===== config.mk =====
export PLATFORM = sky130hd
export DESIGN_NAME = baseband_rx_sampler_control
export DESIGN_NICKNAME = d
export VERILOG_FILES = /design/src/inc/rx_sampler_pkg.sv /design/src/hw/baseband_rx_sampler_control.sv
export SDC_FILE = /design/constraint.sdc
export NUM_CORES = 1
export LEC_CHECK = 0
export ABC_AREA = 0
export BUFFER_PORTS_ARGS = -buffer_cell sky130_fd_sc_hd__buf_2
export CAP_MARGIN = 0
export CORE_ASPECT_RATIO = 1.75
export CORE_MARGIN = 2
export CORE_UTILIZATION = 50
export CTS_CLUSTER_DIAMETER = 200
export DETAILED_ROUTE_END_ITERATION = 10
export PLACE_DENSITY = 0.74
export SLEW_MARGIN = 20
export SYNTH_ARGS = -nofsm -noshare
export SYNTH_HDL_FRONTEND = slang
export SYNTH_SLANG_ARGS = --single-unit

===== constraint.sdc =====
create_clock -name MCLK -period 3.3 [get_ports MCLK]
set_input_delay 0.66 -clock MCLK [delete_from_list [all_inputs] [get_ports MCLK]]
set_output_delay 0.66 -clock MCLK [all_outputs]
set_load 0.02 [all_outputs]

===== src/inc/rx_sampler_pkg.sv =====
// Constants and types for the receive sampler control block
package rx_sampler_pkg;
    localparam int CLK_HZ        = 100000000;
    localparam int DIG_RATE_X10  = 486000;
    localparam int ANA_RATE_X10  = 400000;
    localparam int DIG_PERIOD    = CLK_HZ * 10 / DIG_RATE_X10;
    localparam int ANA_PERIOD    = CLK_HZ * 10 / ANA_RATE_X10;
    localparam int CNT_W         = 12;
    localparam int SMP_W         = 10;
    localparam int DATA_W        = 16;
    localparam int ADDR_W        = 2;
    localparam int CTL_W         = 4;
    localparam int FIFO_DEPTH    = 16;
    localparam logic [ADDR_W-1:0] ADDR_CTRL = 2'h0;
    localparam logic [ADDR_W-1:0] ADDR_I    = 2'h1;
    localparam logic [ADDR_W-1:0] ADDR_Q    = 2'h2;
    localparam int ST_OVR        = 15;
    localparam int ST_IRQ        = 14;
    localparam logic [CTL_W-1:0] CTL_RESET    = 4'h0;
    localparam logic [CTL_W-1:0] ANALOG_CODE  = 4'ha;
    localparam logic [CTL_W-1:0] DIGITAL_CODE = 4'h5;

    typedef struct packed {
        logic fm_receive_enable;
        logic iq_receive_enable;
        logic fm_voice_enable;
        logic mode;
    } ctrl_t;

    typedef struct packed {
        logic [SMP_W-1:0] i;
        logic [SMP_W-1:0] q;
    } sample_t;

    typedef enum logic [1:0] {CV_IDLE, CV_BUSY, CV_HOLD} conv_t;

    typedef struct packed {
        ctrl_t             pend;
        ctrl_t             act;
        logic [CNT_W-1:0]  cnt;
        conv_t             cv;
        sample_t           hold;
        sample_t           smp;
        logic              irq;
        logic              ovr;
        logic              stb_n;
        logic              start;
        logic              load;
        logic [DATA_W-1:0] rdata;
        logic              oe_n;
        logic              i_en;
        logic              q_en;
        logic              mux;
        logic              qref;
        logic              fmx;
        logic              iqx;
        logic              ana;
        logic              dig;
    } state_t;
endpackage


===== src/hw/baseband_rx_sampler_control.sv =====
// Receive sampler control: mode decode, sample cadence, sample FIFO, processor port
`timescale 1ns/10ps
module sample_fifo #(
    parameter int W     = 20,
    parameter int DEPTH = 16
) (
    input  wire logic         clk,
    input  wire logic         rst,
    input  wire logic         ce,
    input  wire logic         in_valid,
    input  wire logic [W-1:0] in_data,
    output logic              in_ready,
    output logic              out_valid,
    output logic [W-1:0]      out_data,
    input  wire logic         out_ready
);
    localparam int AW = $clog2(DEPTH);
    typedef struct packed {
        logic [DEPTH-1:0][W-1:0] mem;
        logic [AW-1:0]           wp;
        logic [AW-1:0]           rp;
        logic [AW:0]             cnt;
    } fst_t;
    fst_t q, d;
    logic push, pop;

    assign in_ready  = q.cnt != (AW+1)'(DEPTH);
    assign out_valid = q.cnt != '0;
    assign out_data  = q.mem[q.rp];

    always_comb begin
        d    = q;
        push = in_valid && in_ready;
        pop  = out_valid && out_ready;
        if (push) begin
            d.mem[q.wp] = in_data;
            d.wp        = (q.wp == AW'(DEPTH - 1)) ? '0 : q.wp + 1'b1;
        end
        if (pop) begin
            d.rp = (q.rp == AW'(DEPTH - 1)) ? '0 : q.rp + 1'b1;
        end
        if (push && !pop) begin
            d.cnt = q.cnt + 1'b1;
        end else if (pop && !push) begin
            d.cnt = q.cnt - 1'b1;
        end
    end

    always_ff @(posedge clk) begin
        if (rst) begin
            q <= '0;
        end else if (ce) begin
            q <= d;
        end
    end
endmodule // sample_fifo

`timescale 1ns/10ps
module baseband_rx_sampler_control #(
    parameter int DEPTH = rx_sampler_pkg::FIFO_DEPTH
) (
    input  wire logic                               MCLK,
    input  wire logic                               RST,
    input  wire logic                               CE,
    input  wire logic                               PROC_STROBE_N,
    input  wire logic                               PROC_CHIP_SELECT_N,
    input  wire logic                               PROC_READ_WRITE,
    input  wire logic [rx_sampler_pkg::ADDR_W-1:0]  PROC_ADDRESS,
    input  wire logic [rx_sampler_pkg::DATA_W-1:0]  PROC_DATA_IN,
    output logic      [rx_sampler_pkg::DATA_W-1:0]  PROC_DATA_OUT,
    output logic                                    PROC_DATA_OE_N,
    input  wire logic                               ADC_DONE,
    input  wire logic [rx_sampler_pkg::SMP_W-1:0]   ADC_I,
    input  wire logic [rx_sampler_pkg::SMP_W-1:0]   ADC_Q,
    output logic                                    CONV_START,
    output logic                                    I_POWER_EN,
    output logic                                    Q_POWER_EN,
    output logic                                    FM_MUX_SEL,
    output logic                                    QN_TO_REF,
    output logic                                    EXT_FM_RX_EN,
    output logic                                    EXT_IQ_RX_EN,
    output logic                                    MODE_ANALOG,
    output logic                                    MODE_DIGITAL,
    output logic                                    SAMPLE_READY_IRQ,
    output logic                                    OVERRUN
);
    localparam logic [rx_sampler_pkg::CNT_W-1:0] DIG_LAST =
        rx_sampler_pkg::CNT_W'(rx_sampler_pkg::DIG_PERIOD - 1);
    localparam logic [rx_sampler_pkg::CNT_W-1:0] ANA_LAST =
        rx_sampler_pkg::CNT_W'(rx_sampler_pkg::ANA_PERIOD - 1);

    rx_sampler_pkg::state_t  q, d;
    rx_sampler_pkg::sample_t fifo_out;
    logic sel, wr_rise, rd_rise, rd_act, tick, pop, f_valid, f_ready;
    logic [rx_sampler_pkg::CNT_W-1:0] last;

    sample_fifo #(.W($bits(rx_sampler_pkg::sample_t)), .DEPTH(DEPTH)) u_fifo (
        .clk       (MCLK),
        .rst       (RST),
        .ce        (CE),
        .in_valid  (q.cv == rx_sampler_pkg::CV_HOLD),
        .in_data   (q.hold),
        .in_ready  (f_ready),
        .out_valid (f_valid),
        .out_data  (fifo_out),
        .out_ready (pop)
    );

    always_comb begin
        d       = q;
        d.stb_n = PROC_STROBE_N;
        d.start = 1'b0;
        sel     = !PROC_CHIP_SELECT_N;
        // Strobe edges seen against last cycle's strobe level
        wr_rise = sel && !PROC_READ_WRITE && !q.stb_n && PROC_STROBE_N;
        rd_rise = sel && PROC_READ_WRITE && !q.stb_n && PROC_STROBE_N;
        rd_act  = sel && PROC_READ_WRITE && !PROC_STROBE_N;
        last    = q.act.mode ? DIG_LAST : ANA_LAST;
        tick    = q.cnt >= last;
        d.cnt   = tick ? '0 : q.cnt + 1'b1;

        // Captured only at strobe rise; select and address assumed steady
        if (wr_rise && PROC_ADDRESS == rx_sampler_pkg::ADDR_CTRL) begin
            d.pend = PROC_DATA_IN[rx_sampler_pkg::CTL_W-1:0];
            d.ovr  = 1'b0;
        end
        if (tick) begin
            d.act = q.pend;
        end

        case (q.cv)
            rx_sampler_pkg::CV_IDLE: begin
                if (tick && q.q_en) begin
                    d.start = 1'b1;
                    d.cv    = rx_sampler_pkg::CV_BUSY;
                end
            end
            rx_sampler_pkg::CV_BUSY: begin
                if (ADC_DONE) begin
                    // I path is powered down in analog mode, report zero
                    d.hold.i = q.i_en ? ADC_I : '0;
                    d.hold.q = ADC_Q;
                    d.cv     = rx_sampler_pkg::CV_HOLD;
                end
            end
            rx_sampler_pkg::CV_HOLD: begin
                if (f_ready) begin
                    d.cv = rx_sampler_pkg::CV_IDLE;
                end
            end
            default: d.cv = rx_sampler_pkg::CV_IDLE;
        endcase
        // A boundary missed while busy or holding drops that period; set beats clear
        if (tick && q.cv != rx_sampler_pkg::CV_IDLE) begin
            d.ovr = 1'b1;
        end

        // Next sample waits until the processor has finished reading Q
        pop = f_valid && (!q.irq || (rd_rise && PROC_ADDRESS == rx_sampler_pkg::ADDR_Q));
        if (rd_rise && PROC_ADDRESS == rx_sampler_pkg::ADDR_Q) begin
            d.irq = 1'b0;
        end
        d.load = pop;
        if (pop) begin
            d.smp = fifo_out;
            d.irq = 1'b1;
        end

        d.oe_n = !rd_act;
        case (PROC_ADDRESS)
            rx_sampler_pkg::ADDR_CTRL: begin
                d.rdata = '0;
                d.rdata[rx_sampler_pkg::CTL_W-1:0] = q.pend;
                d.rdata[rx_sampler_pkg::ST_OVR] = q.ovr;
                d.rdata[rx_sampler_pkg::ST_IRQ] = q.irq;
            end
            rx_sampler_pkg::ADDR_I: d.rdata = {{(rx_sampler_pkg::DATA_W - rx_sampler_pkg::SMP_W)
                {q.smp.i[rx_sampler_pkg::SMP_W-1]}}, q.smp.i};
            rx_sampler_pkg::ADDR_Q: d.rdata = {{(rx_sampler_pkg::DATA_W - rx_sampler_pkg::SMP_W)
                {q.smp.q[rx_sampler_pkg::SMP_W-1]}}, q.smp.q};
            default: d.rdata = '0;
        endcase

        // Enables follow the applied control, never the pending one
        d.i_en = d.act.mode && d.act.iq_receive_enable;
        d.q_en = d.act.mode ? d.act.iq_receive_enable : d.act.fm_voice_enable;
        d.mux  = d.act.fm_voice_enable;
        d.qref = d.act.fm_voice_enable;
        d.fmx  = !d.act.mode && d.act.fm_receive_enable;
        d.iqx  = d.act.mode && d.act.iq_receive_enable;
        d.ana  = d.act == rx_sampler_pkg::ANALOG_CODE;
        d.dig  = d.act == rx_sampler_pkg::DIGITAL_CODE;
    end

    always_ff @(posedge MCLK) begin
        if (RST) begin
            q       <= '0;
            q.stb_n <= 1'b1;
            q.oe_n  <= 1'b1;
        end else if (CE) begin
            q <= d;
        end
    end

    assign PROC_DATA_OUT    = q.rdata;
    assign PROC_DATA_OE_N   = q.oe_n;
    assign CONV_START       = q.start;
    assign I_POWER_EN       = q.i_en;
    assign Q_POWER_EN       = q.q_en;
    assign FM_MUX_SEL       = q.mux;
    assign QN_TO_REF        = q.qref;
    assign EXT_FM_RX_EN     = q.fmx;
    assign EXT_IQ_RX_EN     = q.iqx;
    assign MODE_ANALOG      = q.ana;
    assign MODE_DIGITAL     = q.dig;
    assign SAMPLE_READY_IRQ = q.irq;
    assign OVERRUN          = q.ovr;
endmodule // baseband_rx_sampler_control


==> impl_metrics.tcl <==
set metrics [dict create \
    status "finished clean" \
    syn_inst 2099 \
    fp.dieW_um 147 \
    gp_congestion 0.851 \
    die_height_um 254 \
    grt_usage 0.244 \
    cp_max_fo 12 \
    synth_cell_types 51 \
    vias_per_cell 5.71 \
    drt_iter0_markers 1007 \
    clock-root-buffer "clkbuf_16" \
    start_kind "flop" \
    drive_gt1_frac 0.141 \
    period_share 0.874 \
    power_density_nw_per_um2 488 \
    finalSetupTns_ps 0 \
    worst_slack_ps 416 \
    cts-resized-gates 0 \
    antenna_found_initial 0 \
    fin_worst_skew_ps 12.4 \
    grt_pass1_wl_um 73800 \
    cellLeakagePower_nw 6.38 \
    clk_path_buf_depth 3 \
    required_ps 3750 \
    cts.reportedPaths.clkPinSlew_ps 70 \
    setup_viol 0 \
    drt_wl_total_um 45800 \
    max_slew_margin 0.390 \
    drt_first_pass_iters 5 \
    n_antenna_cell 0 \
    ys_seq_area_frac 0.467 \
    synth_xor_area_frac 0.00931 \
    syn_area_um2 17900 \
    portBuffers 60 \
    io_pins 73 \
    crit_start "q[84]" \
    grt_max_degree 145 \
    coreArea_um2 35300 \
    syn_nets 2161 \
    tightest_slew_ps 915 \
    dp_hpwl_um 32100 \
    grt_pass1_vias 14400 \
    final_core_util 0.553 \
    fmax_mhz 347 \
    rr_startpoint "q[84]" \
    wl_per_cell_um 18.1 \
    rsz0062_at_grt "no" \
    synthAdderAreaFrac 0.0123 \
    slew_viol_final 0 \
    synth_seq_cells 417 \
    area_delta_synth_final_pct 9.18 \
    initial_utilization 0.507 \
    post-route-min-period_ps 2880 \
    drc_errors 0 \
    nNetsFinal 2104 \
    synth_compound_area_frac 0.125 \
    cts_sinks 417 \
    htree_num_levels 2 \
    synth.area.mux_share 0.136 \
    ant_nets 0 \
    criticalPathCategory "reg2reg" \
    synth-simple-area-share 0.196 \
    synth_area_per_cell_um2 8.52 \
    worstHoldStart "PROC_DATA_IN[3]" \
    finalHoldViolations 0 \
    arrival_ps 3330 \
    clk_latency_ps 530 \
    synth_top_family_by_area "simple AND/OR/NAND/NOR gates" \
    cts_tree "yes" \
    post-cts-setup-buffers 0 \
    num_rows 91 \
    cp-end-kind "flop" \
    hold_path_class "in2reg" \
    power_mw 9.53 \
    ys_warn_count 0 \
    cts_buffers 37 \
    vias 14400 \
    dieArea_um2 37400 \
    place_ws_ps 297 \
    peakVddDrop_mv 0.305 \
    globalRoute.totalOverflow 0 \
    drv_cap 0 \
    hold_buffers 0 \
]
-- per-stage QoR --
step,area [um^2],std cells,hold WS (ps)
final,19500,2529,379
after floorplan,17900,2099,433
after detailed placement,18300,2468,445
after CTS,19500,2529,362
after global routing,19500,2529,378
after global placement,18300,2468,438
-- sequential cells by signal, summed over array words and instances (netlist names) --
| name | flops |
|---|---|
| QN_TO_REF | 1 |
| PROC_DATA_OE_N | 1 |
| SAMPLE_READY_IRQ | 1 |
| CONV_START | 1 |
| MODE_ANALOG | 1 |
| q | 62 |
| EXT_IQ_RX_EN | 1 |
| MODE_DIGITAL | 1 |
| EXT_FM_RX_EN | 1 |
| OVERRUN | 1 |
| u_fifo.q | 333 |
| Q_POWER_EN | 1 |
| PROC_DATA_OUT | 12 |
-- worst max-delay path, stage by stage (launching register included) --
cell	delay, ps
dfxtp_1	500
inv_1	190
ha_1	300
nand2b_1	140
a2111oi_0	500
nor3_2	180
o21ai_2	420
nand2b_1	360
nor2_1	220
-- layout by cell type, fill, tap and decap left out, types with 7 or more instances in the layout --
| master | instances |
|---|---|
| clkbuf_16 | 39 |
| dfxtp_1 | 415 |
| nor2_1 | 75 |
| clkbuf_1 | 7 |
| xor2_1 | 8 |
| inv_1 | 8 |
| mux4_2 | 100 |
| a211oi_1 | 9 |
| mux2i_1 | 17 |
| nor3_1 | 8 |
| buf_2 | 59 |
| nand3_1 | 28 |
| nand2_1 | 737 |
| a21oi_1 | 374 |
| xnor2_1 | 11 |
| nand2b_1 | 7 |
| nand4_1 | 11 |
| ha_1 | 16 |
| buf_4 | 53 |
-- final cells by class --
| type | instances | area, um^2 |
|---|---|---|
| inverters | 9 | 33.8 |
| flip-flops and latches | 417 | 8360 |
| repair buffers | 117 | 788 |
| well taps | 465 | 582 |
| multi-input cells | 1460 | 8590 |
| clock inverters | 10 | 106 |
| fillers | 3106 | 15800 |
| clock buffers | 51 | 1070 |
-- kinds of logic after synthesis --
| kind of cell | after synthesis |
|---|---|
| AOI/OAI and AO/OA | 416 |
| buffers and inverters | 222 |
| muxes | 118 |
| and+or+nand+nor | 890 |
| adders and majority gates | 17 |
| DFF | 417 |
| xor gates and xnor gates | 19 |
-- synthesized netlist by cell type, drive strengths merged --
cell | n | area (um^2)
nor4 | 3 | 25.0
nor3b | 1 | 7.51
nor2b | 6 | 37.5
fa | 1 | 20.0
or4b | 1 | 13.8
nand3 | 28 | 140
o21ai | 6 | 37.5
buf | 82 | 447
a41o | 1 | 10.0
or3b | 1 | 8.76
a211o | 2 | 18.8
mux4 | 100 | 2250
and3 | 4 | 25.0
ha | 16 | 200
a21o | 2 | 15.0
o2111ai | 1 | 8.76
a211oi | 9 | 67.6
a311oi | 3 | 32.5
clkbuf | 131 | 492
nand4 | 11 | 68.8
a2111oi | 2 | 36.3
nand2b | 7 | 43.8
nor3 | 14 | 75.1
o211ai | 1 | 7.51
xnor2 | 11 | 96.3
a31oi | 2 | 12.5
dfxtp | 417 | 8350
mux2i | 17 | 170
a2bb2oi | 1 | 8.76
o21a | 3 | 22.5
o32ai | 1 | 8.76
a21oi | 374 | 1870
inv | 9 | 33.8
mux2 | 1 | 11.3
a221oi | 6 | 52.6
nor2 | 76 | 293
xor2 | 8 | 70.1
o21bai | 1 | 7.51
nor4b | 1 | 8.76
nand2 | 737 | 2770
o31a | 1 | 10.0
-- routing by layer --
layer | track usage | up-vias | routed length (um)
met5 | 0 | - | 0
met4 | 0.126 | 0 | 2060
met3 | 0.0295 | 137 | 1960
met1 | 0.259 | 6977 | 16700
met2 | 0.471 | 421 | 25000
li1 | - | 6897 | -
-- path summary, 6_finish.rpt --
check                 end  depth (start not counted)  slack (ps)
max                 q[72]                          8         420
min                 q[91]                          3         380
max reg2reg         q[72]                          8         420
min reg2reg  u_fifo.q[21]                          2         450
-- power by group --
group	switching (mW)	internal (mW)	leakage, nW	total, mW
logic	0.141	0.0522	2.44	0.193
registers	0.0116	5.04	3.36	5.05
clock network	1.86	2.42	0.581	4.28
total	2.01	7.52	6.38	9.53
Power figures use the tool's default switching activity.
